--- config.mk ---
export PLATFORM = sky130hd
export DESIGN_NAME = vrh_master
export DESIGN_NICKNAME = d
export VERILOG_FILES = /design/src/rtl/vrh_pkg.sv /design/src/rtl/vrh_master.sv
export SDC_FILE = /design/constraint.sdc
export NUM_CORES = 2
export LEC_CHECK = 0
export BUFFER_PORTS_ARGS = -buffer_cell sky130_fd_sc_hd__buf_2
export CAP_MARGIN = 20
export CORE_AREA = 2 2 342 412
export DETAILED_ROUTE_END_ITERATION = 10
export DIE_AREA = 0 0 344 414
export SLEW_MARGIN = 20
export SYNTH_ARGS = -nofsm -noshare
export SYNTH_HDL_FRONTEND = slang
export SYNTH_HIERARCHICAL = 1
export SYNTH_SLANG_ARGS = --single-unit
--- constraint.sdc ---
create_clock -name sys_clk -period 63.5 [get_ports sys_clk]
set_input_delay 0 -clock sys_clk [delete_from_list [all_inputs] [get_ports sys_clk]]
set_output_delay 0 -clock sys_clk [all_outputs]
set_load 0.01 [all_outputs]
--- src/rtl/vrh_pkg.sv ---
/*
 * Shared types and constants for the five-channel valid/ready host.
 * Assumes a single clock shared with the far slave; no software registers.
 */
package vrh_pkg;

	// ==========================================================
	// Widths
	localparam int ID_W   = 4;                 // Transaction tag
	localparam int ADDR_W = 32;                // Byte address
	localparam int LEN_W  = 4;                 // Beats minus one
	localparam int DATA_W = 32;                // Data bus
	localparam int STRB_W = DATA_W / 8;        // Byte lanes
	localparam int BEAT_W = LEN_W + 1;         // Beat counter

	// ==========================================================
	// Buffer and reset values
	localparam int          WD_FIFO_DEPTH = 32;   // Write data words
	localparam logic        VALID_RST     = 1'b0; // Sources idle low
	localparam logic        READY_RST     = 1'b0; // Sinks idle low
	localparam logic [1:0]  RESP_RST      = 2'h0; // Response field
	localparam logic [BEAT_W-1:0] BEAT_ONE = 5'h01; // Final beat

	// ==========================================================
	// Carriers
	typedef struct packed {
		logic              write;  // 1 = write, 0 = read
		logic [ID_W-1:0]   id;     // Tag
		logic [ADDR_W-1:0] addr;   // Start address
		logic [LEN_W-1:0]  len;    // Beats minus one
		logic [2:0]        size;   // Bytes per beat code
		logic [1:0]        burst;  // Burst type code
	} vrh_cmd_t;

	typedef struct packed {
		logic [ID_W-1:0]   id;
		logic [ADDR_W-1:0] addr;
		logic [LEN_W-1:0]  len;
		logic [2:0]        size;
		logic [1:0]        burst;
	} vrh_addr_t;

	typedef struct packed {
		logic [DATA_W-1:0] data;   // Write data
		logic [STRB_W-1:0] strb;   // Byte strobes
	} vrh_wbeat_t;

	typedef struct packed {
		logic [ID_W-1:0]   id;
		logic [DATA_W-1:0] data;
		logic [1:0]        resp;
		logic              last;
	} vrh_rbeat_t;

endpackage

--- src/rtl/vrh_master.sv ---
/*
 * Write data FIFO and the host (master) end of a five-channel
 * valid/ready burst bus. Assumes the slave runs on sys_clk and keeps
 * its own handshake duties; one write or one read at a time, never both.
 */
`timescale 1ns/10ps

// ==============================================================
// Synchronous FIFO
module vrh_fifo #(
	parameter int WIDTH = 36,
	parameter int DEPTH = 32
) (
	// Clock and reset
	input  wire logic             clk,
	input  wire logic             rst_n,
	// Fill side
	input  wire logic             in_valid,
	input  wire logic [WIDTH-1:0] in_data,
	output logic                  in_ready,
	// Drain side
	output logic                  out_valid,
	output logic [WIDTH-1:0]      out_data,
	input  wire logic             out_ready
);
	// Index width from the depth
	localparam int PW = $clog2(DEPTH);

	// Whole buffer state in one record
	typedef struct packed {
		logic [DEPTH-1:0][WIDTH-1:0] mem;      // Storage
		logic [PW-1:0]               wr_ptr;   // Fill index
		logic [PW-1:0]               rd_ptr;   // Drain index
		logic [PW:0]                 count;    // Words held
		logic                        not_full; // Registered room flag
	} vrh_fifo_st_t;

	vrh_fifo_st_t q, d;
	logic         push; // Word accepted
	logic         pop;  // Word removed

	// Flags and drain word come from registers
	assign in_ready  = q.not_full;
	assign out_valid = (q.count != '0);
	assign out_data  = q.mem[q.rd_ptr];
	assign push      = in_valid && q.not_full;
	assign pop       = out_ready && out_valid;

	// Next state
	always_comb begin
		d = q;
		// Accepted word goes in at the fill index
		if (push) begin
			d.mem[q.wr_ptr] = in_data;
			d.wr_ptr = (q.wr_ptr == PW'(DEPTH - 1)) ? '0 : q.wr_ptr + 1'b1;
		end
		// Drained word frees the slot at the drain index
		if (pop) begin
			d.rd_ptr = (q.rd_ptr == PW'(DEPTH - 1)) ? '0 : q.rd_ptr + 1'b1;
		end
		// Count and room flag follow both moves
		d.count = q.count + (PW+1)'(push) - (PW+1)'(pop);
		d.not_full = (d.count != (PW+1)'(DEPTH));
	end

	// State register
	// Asynchronous clear from the released reset
	always_ff @(posedge clk or negedge rst_n) begin
		if (!rst_n) begin
			// Empty, with room
			q <= '0;
			q.not_full <= 1'b1;
		end else begin
			q <= d;
		end
	end
endmodule

// ==============================================================
// Host end of the bus
// One write or one read in flight at most, never both together
module vrh_master #(
	parameter int WD_DEPTH = vrh_pkg::WD_FIFO_DEPTH
) (
	// Clock and reset
	input  wire logic              sys_clk,
	input  wire logic              rst_n,
	// User command
	input  wire logic              cmd_valid,
	input  wire vrh_pkg::vrh_cmd_t cmd,
	output logic                   cmd_ready,
	// User write data
	input  wire logic                wd_valid,
	input  wire vrh_pkg::vrh_wbeat_t wd,
	output logic                     wd_ready,
	// User write completion
	output logic                   wr_done,
	output logic [1:0]             wr_resp,
	// User read data
	output logic                   rd_valid,
	output vrh_pkg::vrh_rbeat_t    rd,
	input  wire logic              rd_ready,
	// Write address channel
	output logic                   awvalid,
	output vrh_pkg::vrh_addr_t     aw,
	input  wire logic              awready,
	// Write data channel
	output logic                   wvalid,
	output vrh_pkg::vrh_wbeat_t    w,
	output logic                   wlast,
	input  wire logic              wready,
	// Write response channel
	input  wire logic              bvalid,
	input  wire logic [vrh_pkg::ID_W-1:0] bid,
	input  wire logic [1:0]        bresp,
	output logic                   bready,
	// Read address channel
	output logic                   arvalid,
	output vrh_pkg::vrh_addr_t     ar,
	input  wire logic              arready,
	// Read data channel
	input  wire logic              rvalid,
	input  wire vrh_pkg::vrh_rbeat_t r,
	output logic                   rready
);

	// ==========================================================
	// State
	typedef struct packed {
		logic                        cmd_ready; // Can take a command
		logic                        awvalid;   // Write address offered
		vrh_pkg::vrh_addr_t          aw;        // Write address payload
		logic                        wvalid;    // Write beat offered
		vrh_pkg::vrh_wbeat_t         w;         // Write beat payload
		logic                        wlast;     // Final beat flag
		logic [vrh_pkg::BEAT_W-1:0]  w_left;    // Beats still to offer
		logic                        wr_busy;   // Write outstanding
		logic                        bready;    // Response sink ready
		logic                        wr_done;   // Completion pulse
		logic [1:0]                  wr_resp;   // Completion status
		logic                        arvalid;   // Read address offered
		vrh_pkg::vrh_addr_t          ar;        // Read address payload
		logic                        rd_busy;   // Read outstanding
		logic                        rready;    // Read sink ready
		logic                        rd_valid;  // User beat held
		vrh_pkg::vrh_rbeat_t         rd;        // User beat payload
	} vrh_st_t;

	// Registered state and its next value
	vrh_st_t q, d;

	logic               rst_s1_n, rst_s2_n; // Reset release stages
	logic               fifo_valid;         // Buffered beat present
	vrh_pkg::vrh_wbeat_t fifo_beat;         // Buffered beat
	logic               w_load;             // Take next beat
	logic               cmd_take;           // Command accepted

	// Shorten a command to its address payload
	// Shared by both address channels
	function automatic vrh_pkg::vrh_addr_t to_addr(
		input vrh_pkg::vrh_cmd_t c
	);
		to_addr = '{id: c.id, addr: c.addr, len: c.len,
			size: c.size, burst: c.burst};
	endfunction

	// ==========================================================
	// Reset release
	// Two stages so the core leaves reset on a clean edge
	always_ff @(posedge sys_clk or negedge rst_n) begin
		if (!rst_n) begin
			rst_s1_n <= 1'b0;
			rst_s2_n <= 1'b0;
		end else begin
			rst_s1_n <= 1'b1;
			rst_s2_n <= rst_s1_n;
		end
	end

	// ==========================================================
	// Write data buffer; room flag is registered
	// Room flag is the user's write ready
	vrh_fifo #(
		.WIDTH ($bits(vrh_pkg::vrh_wbeat_t)),
		.DEPTH (WD_DEPTH)
	) u_wd_fifo (
		.clk       (sys_clk),
		.rst_n     (rst_s2_n),
		.in_valid  (wd_valid),
		.in_data   (wd),
		.in_ready  (wd_ready),
		.out_valid (fifo_valid),
		.out_data  (fifo_beat),
		.out_ready (w_load)
	);

	// Next beat loads when the slot is free or leaving this edge;
	// beats never wait for the address handshake
	assign w_load = (!q.wvalid || wready) && (q.w_left != '0)
		&& fifo_valid;
	// Commands only while both directions idle
	assign cmd_take = cmd_valid && q.cmd_ready;

	// ==========================================================
	// Next state
	always_comb begin
		d = q;
		// Completion pulse lasts one cycle
		d.wr_done = 1'b0;

		// New command: address, and for a write the beat budget, set in one go
		if (cmd_take) begin
			if (cmd.write) begin
				// Address, beat budget and response sink
				d.awvalid = 1'b1;
				d.aw      = to_addr(cmd);
				d.w_left  = {1'b0, cmd.len} + 1'b1;
				d.wr_busy = 1'b1;
				d.bready  = 1'b1;
			end else begin
				// Read sink follows from the busy flag
				d.arvalid = 1'b1;
				d.ar      = to_addr(cmd);
				d.rd_busy = 1'b1;
			end
		end

		// Write address holds until taken
		if (q.awvalid && awready) begin
			// Dropped only on the handshake edge
			d.awvalid = 1'b0;
		end

		// Write beats run apart from the address channel
		if (w_load) begin
			// Refill the slot; last flag on final beat
			d.wvalid = 1'b1;
			d.w      = fifo_beat;
			d.wlast  = (q.w_left == vrh_pkg::BEAT_ONE);
			d.w_left = q.w_left - 1'b1;
		end else if (q.wvalid && wready) begin
			// Slot empties: payload and strobes low
			d.wvalid = 1'b0;
			d.w      = '0;
			d.wlast  = 1'b0;
		end

		// Write response closes the write
		if (bvalid && q.bready) begin
			// Port frees for a new command next cycle
			d.bready  = 1'b0;
			d.wr_busy = 1'b0;
			d.wr_done = 1'b1;
			d.wr_resp = bresp;
		end

		// Read address holds until taken
		if (q.arvalid && arready) begin
			// Dropped only on the handshake edge
			d.arvalid = 1'b0;
		end

		// User drains its beat
		if (q.rd_valid && rd_ready) begin
			// Slot frees for the next bus beat
			d.rd_valid = 1'b0;
		end

		// Read beat captured only when the holding slot is empty
		if (rvalid && q.rready) begin
			d.rd_valid = 1'b1;
			d.rd       = r;
			if (r.last) begin
				// Final beat ends the read
				d.rd_busy = 1'b0;
			end
		end

		// Ready only while a read runs and the slot is free
		// Registered ready costs one idle cycle per beat
		d.rready = d.rd_busy && !d.rd_valid;

		// One write or one read at a time, never both
		// Next command once both directions finish
		d.cmd_ready = !d.wr_busy && !d.rd_busy;
	end

	// ==========================================================
	// State register
	always_ff @(posedge sys_clk or negedge rst_s2_n) begin
		if (!rst_s2_n) begin
			// Valids and readies start low
			q          <= '0;
			q.awvalid  <= vrh_pkg::VALID_RST;
			q.wvalid   <= vrh_pkg::VALID_RST;
			q.arvalid  <= vrh_pkg::VALID_RST;
			q.bready   <= vrh_pkg::READY_RST;
			q.rready   <= vrh_pkg::READY_RST;
			q.wr_resp  <= vrh_pkg::RESP_RST;
		end else begin
			q <= d;
		end
	end

	// ==========================================================
	// Outputs straight from the state register
	// User side
	assign cmd_ready = q.cmd_ready;
	assign wr_done   = q.wr_done;
	assign wr_resp   = q.wr_resp;
	assign rd_valid  = q.rd_valid;
	assign rd        = q.rd;
	// Bus side; point to point, so beats reach only their slave
	assign awvalid   = q.awvalid;
	assign aw        = q.aw;
	assign wvalid    = q.wvalid;
	assign w         = q.w;
	assign wlast     = q.wlast;
	assign bready    = q.bready;
	assign arvalid   = q.arvalid;
	assign ar        = q.ar;
	assign rready    = q.rready;
endmodule

# Yosys cells after proc, flatten, opt, wreduce, memory -nomap -nowiden
# Index checks and enable logic that the tools add are counted.
[op_classes] muxes=23 n_div=0 eq_ne=5 n_addsub=6 multipliers=0 shift=0 n_reduce_logical=35 n_bitwise=1 magnitude_cmp=3
[ops] op="$bwmux 1152" count=1
[ops] op="$bmux 36 s5" count=1
[ops] op="$demux 36 s5" count=1
[ops] op="$mux 47" count=2
[ops] op="$mux 46" count=2
[ops] op="$mux 38" count=2
[ops] op="$mux 36" count=2
[ops] op="$mux 40" count=1
[ops] op="$mux 5" count=4
[ops] op="$reduce_bool 2->1" count=8
[ops] op="$logic_and 1x1->1" count=14
[ops] op="$mux 7" count=2
[ops] op="$lt 5x6->1 const B" count=2
[ops] op="$reduce_and 2->1" count=6
[ops] op="$add 5x1->5 const B" count=2
[ops] op="$eq 5x5->1 const B" count=2
[ops] op="$add 6x1->6" count=1
[ops] op="$ne 6x6->1 const B" count=1
[ops] op="$reduce_bool 6->1" count=1
[ops] op="$sub 6x1->6" count=1
[ops] op="$add 4x1->5 const B" count=1
[ops] op="$eq 5x1->1 const B" count=1
[ops] op="$ge 5x1->1 const B" count=1
[ops] op="$mux 1" count=5
[ops] op="other kinds (6)" count=9
[totals] output_inout_bits=177 wordCells=140 register_bits=1354 memories=0 latch_bits=0 ramBits=0 rom_bits=0

# Depth between registers and ports, before layout
[depth] ltp_word=7 depth_mapped=16 depth_no_buf=15

# Hierarchy
# The synthesis kept the hierarchy.
[modules_own_cells] module="vrh_fifo" n_inst=1 seq_area_each_um2=29254.3 cells_each=3391 area_each_um2=53617.7
[modules_own_cells] module="vrh_master" n_inst=1 seq_area_each_um2=4629.4 cells_each=770 area_each_um2=8315.5

# Least setup slack after synthesis
# OpenSTA, ideal clock, no wires.
[synth_timing] path_type="reg2reg" start="register q[93] (netlist name)" end="register u_wd_fifo.q (netlist bit u_wd_fifo/in_ready)" synth_period_minus_slack_ps=3245 required_time_ps=63410 arrival_time_ps=3155 setup_time_ps=90 path_stages_with_launch=17 n_path_buf=1 path_slack_ps=60255 path_cell_list="dfrtp_1 > inv_1 > ha_1 > or4b_4 > nand3_4 > inv_2 > buf_1 > nand2_1 > inv_1 > ha_1 > inv_1 > ha_1 > fa_1 > a21oi_1 > o21bai_1 > xor2_1 > nand4bb_1"
[synth_rtl] element="end, declared" line="vrh_master.sv:38" rtl="vrh_fifo_st_t q, d;"

==> impl_metrics.csv <==
group,metric,value,unit
synthesis,synth-compound-area-share,3.19,%
floorplan,boundaryPins,314,
worst_setup_path,critPathKind,"reg2reg",
worst_setup_path,cp_num_buf_inv,3,
worst_setup_path,worst-path-max-fanout,46,
worst_setup_path,endpoint_kind,"flop",
clocking,hold_buffers,295,
worst_setup_path,cp_cell_sequence,"buf_4 > buf_4 > buf_4 > mux4_2 > a21oi_1 > a22oi_1 > nand2_1 > nand2_1",
drt,remaining_drc_errors,0,
worst_setup_path,cp_launch_type,"flop",
worst_setup_path,cp_slowest_stage_delay,0.86,ns
drt,route.detailed.vias_per_inst,5.68,
clocking,cts.root.buffer_cell,"clkbuf_16",
final_layout,final_cell_mix,"dfrtp_1 (1348), mux2_2 (1178), buf_2 (309)",
synthesis,muxShareOfSynthArea,33.1,%
pwr,power_density,50.2,nW/um^2
final_layout,finish.net_count,4610,
sta,hold_violations,0,
synthesis,netlist_top_cells_area,"dfrtp_1 (55%), mux2_2 (21%), mux4_2 (7.9%)",
hold_path,worst_min_delay_path_category,"in2reg",
floorplan,initial_utilization,44.7,%
drt,drtPass1Iterations,5,
clocking,cts.clk_slew.worst_paths,0.06,ns
clocking,sinks_on_the_clock_net,1354,
grt,globalRoute.totalOverflow,0,
grt,grt_pass1_vias,38560,
grt,antenna_found_initial,6,
clocking,tritoncts.num_buffers,143,
sta,finalSetupViolations,0,
worst_setup_path,critical-path-top-cell-by-count,"buf_4",
synthesis,syn_area_per_cell,14.9,sq um
place,placed_wire_length_estimate_after_detailed_placement,82400,um
sta,setup_tns,0,ns
run,maxCapViolations,0,
place,count_of_input_and_output_buffers,309,
sta,rsz0062_at_grt,"no",
outcome,result_of_the_run,"finished, final reports clean",
grt,grtUsageTotal,23.1,%
floorplan,die-width,344,um
clocking,tritoncts,"yes",
synthesis,synth_adder_area_share,0.416,%
worst_setup_path,rr_worst_depth,8,
floorplan,core_region_area,139000,sq um
synthesis,synth_top_flop_cell,"dfrtp_1",
synthesis,dominant_combinational_cell_family_by_area_after_synthesis,"multiplexers",
drt,wl_met1,71100,um
pwr,design_power_total,3.56,mW
worst_setup_path,critPathArrivalTime,5.31,ns
hold_path,hold_path_depth,4,
synthesis,yosysSeqAreaShare,54.7,%
grt,global_route_wire_length_before_repair,247000,um
clocking,post_cts_buffers,0,
synthesis,synthCells,4161,
final_layout,area_delta_synth_final,14.3,%
final_layout,final_area,70800,sq um
sta,post-route-worst-setup-slack,58.85,ns
synthesis,number_of_flops_mapped_to_enable_cells_by_yosys,0,
place,placed_cell_areas,63000,sq um
worst_setup_path,cp_num_cells,8,
sta,finalWorstPathRequiredPeriod,4.65,ns
place,globalplace.congestion,0.731,
floorplan,placementRows,150,
drt,sum_of_met3_wire_segment_lengths_after_detailed_routing,7520,um
synthesis,synth.lib_cells_used.distinct,59,
synthesis,synth_xor_xnor_area_share,0.0849,%
drt,ant_nets,0,
synthesis,ys_ff_latch,1354,
final_layout,layout.cells.most_common,"dfrtp_1",
synthesis,ys_async_sr_fraction,100,%
worst_setup_path,slowest_stage,"buf_4",
sta,worstMarginPinSlew,1.13,ns
drt,drt_iter0_drc,2177,
drt,vias,36268,
place,dp_worst_setup_slack,58.72,ns
synthesis,netlist.top_cell.by_area,"dfrtp_1",
worst_setup_path,cp.required,64.16,ns
drt,wl_met2,80100,um
drt,top_layer_used,"met5",
drt,wire_per_inst,25.5,um
drt,routed_wl,163000,um
sta,period_share,7.33,%
floorplan,die_y,414,um
clocking,clkLatencyLatePin,0.79,ns
floorplan,die_area,142000,sq um
synthesis,synthesis_warning_total,6,
synthesis,synth_area,61900,sq um
synthesis,synth_largest_type_area_fraction,54.7,%
sta,skew,0.0300,ns
clocking,clockBufferDepth,3,
sta,relSlewSlack,24.8,%
pwr,irDropWorstVdd,0.0000614,V
clocking,cts_resized,0,
synthesis,mappedNetlistNets,4318,
synthesis,basic_gate_share_of_the_synthesized_area_counting_and_or_nand_and_nor_cells,2.88,%
sta,timing.final.max_slew_violations,0,
pwr,p_leak,32.7,nW
final_layout,fraction_of_final_layout_cells_with_drive_strength_greater_than_1,45.9,%
clocking,htree_num_levels,4,
sta,fmax,215,MHz
worst_setup_path,critPathTopFamily,"buffers and inverters",
grt,maximum_number_of_pins_on_one_net_before_global_route_repair,184,
==> report_power, final <==
group / internal, mW / total [mW] / switching [mW] / leakage [nW]
logic: 0.671 / 1.23 / 0.559 / 12.9
clock network: 0.507 / 0.857 / 0.350 / 2.36
registers: 1.26 / 1.47 / 0.213 / 17.4
total: 2.43 / 3.56 / 1.12 / 32.7
==> cell type report <==
cell class	instances	area (sq um)
fillers	11722	67700
flip-flops and latches	1354	33900
multi-input cells	2266	24700
repair buffers	669	5090
clock buffers	208	4190
well taps	1824	2280
clock inverters	43	609
inverters	19	71.3
diodes	1	2.50
==> worst min-delay path, delay by kind of cell <==
kind	cells	cell delay, ns
AND/OR/NAND/NOR	2	0.11
buffers and inverters	2	0.69
==> logic make-up after synthesis <==
logic type               after synthesis
multiplexers                        1606
flip-flops                          1354
buffers and inverters                541
AND/OR/NAND/NOR                      356
AO/OA/AOI/OAI                        277
adder cells (fa/ha/maj)               20
XOR/XNOR                               6
other                                  1
==> metrics by stage <==
step	util (%)	cells	hold slack (ns)
global route	51.1	6384	0.0517
floorplan	-	4161	-0.296
finish	51.1	6384	0.0576
CTS	51.1	6382	0.00707
detailed placement	45.5	5836	-0.211
global placement	45.5	5836	-0.209
==> registers in the layout, indices dropped and copies added, names as in the netlist <==
signal,flops
awvalid,1
rd_valid,1
q,7
ar,45
rready,1
bready,1
rst_s2_n,1
rst_s1_n,1
aw,45
cmd_ready,1
rd,39
wr_done,1
wr_resp,2
wlast,1
u_wd_fifo/in_ready,1
u_wd_fifo/q,1168
wvalid,1
w,36
arvalid,1
==> cell usage after synthesis, types with 4 or more instances <==
| master | instances |
|---|---|
| nand3_1 | 45 |
| mux2i_1 | 146 |
| nor3_1 | 5 |
| nand2_2 | 16 |
| dfrtp_1 | 1353 |
| ha_1 | 19 |
| mux2_1 | 27 |
| nor2_4 | 12 |
| o21ai_0 | 9 |
| o221ai_1 | 70 |
| buf_1 | 7 |
| a22oi_1 | 105 |
| buf_6 | 76 |
| nor2_1 | 14 |
| a21oi_1 | 76 |
| mux4_2 | 217 |
| nand3_2 | 4 |
| nand2_1 | 223 |
| nor2_2 | 5 |
| inv_1 | 18 |
| clkbuf_1 | 175 |
| clkbuf_2 | 4 |
| mux2_2 | 1178 |
| buf_4 | 222 |
| xor2_1 | 5 |
| mux2_4 | 38 |
| buf_2 | 38 |
| and3_1 | 7 |
==> routing by layer <==
| layer | track usage [%] | vias up |
|---|---|---|
| li1 | - | 15571 |
| met1 | 31.4 | 19641 |
| met2 | 38.0 | 792 |
| met3 | 3.97 | 262 |
| met4 | 6.50 | 2 |
| met5 | 0 | - |
==> final timing paths <==
path                                startpoint       end  slack, ns
worst max-delay path            u_wd_fifo/q[7]      w[3]      58.85
worst min-delay path                    cmd[5]     aw[5]       0.06
worst max register to register  u_wd_fifo/q[7]      w[3]      58.85
worst min register to register        rst_s1_n  rst_s2_n       0.35
max in group asynchronous             rst_s2_n     aw[1]      59.69
min in group asynchronous                rst_n  rst_s2_n       0.08
(Power assumes the default switching activity.)
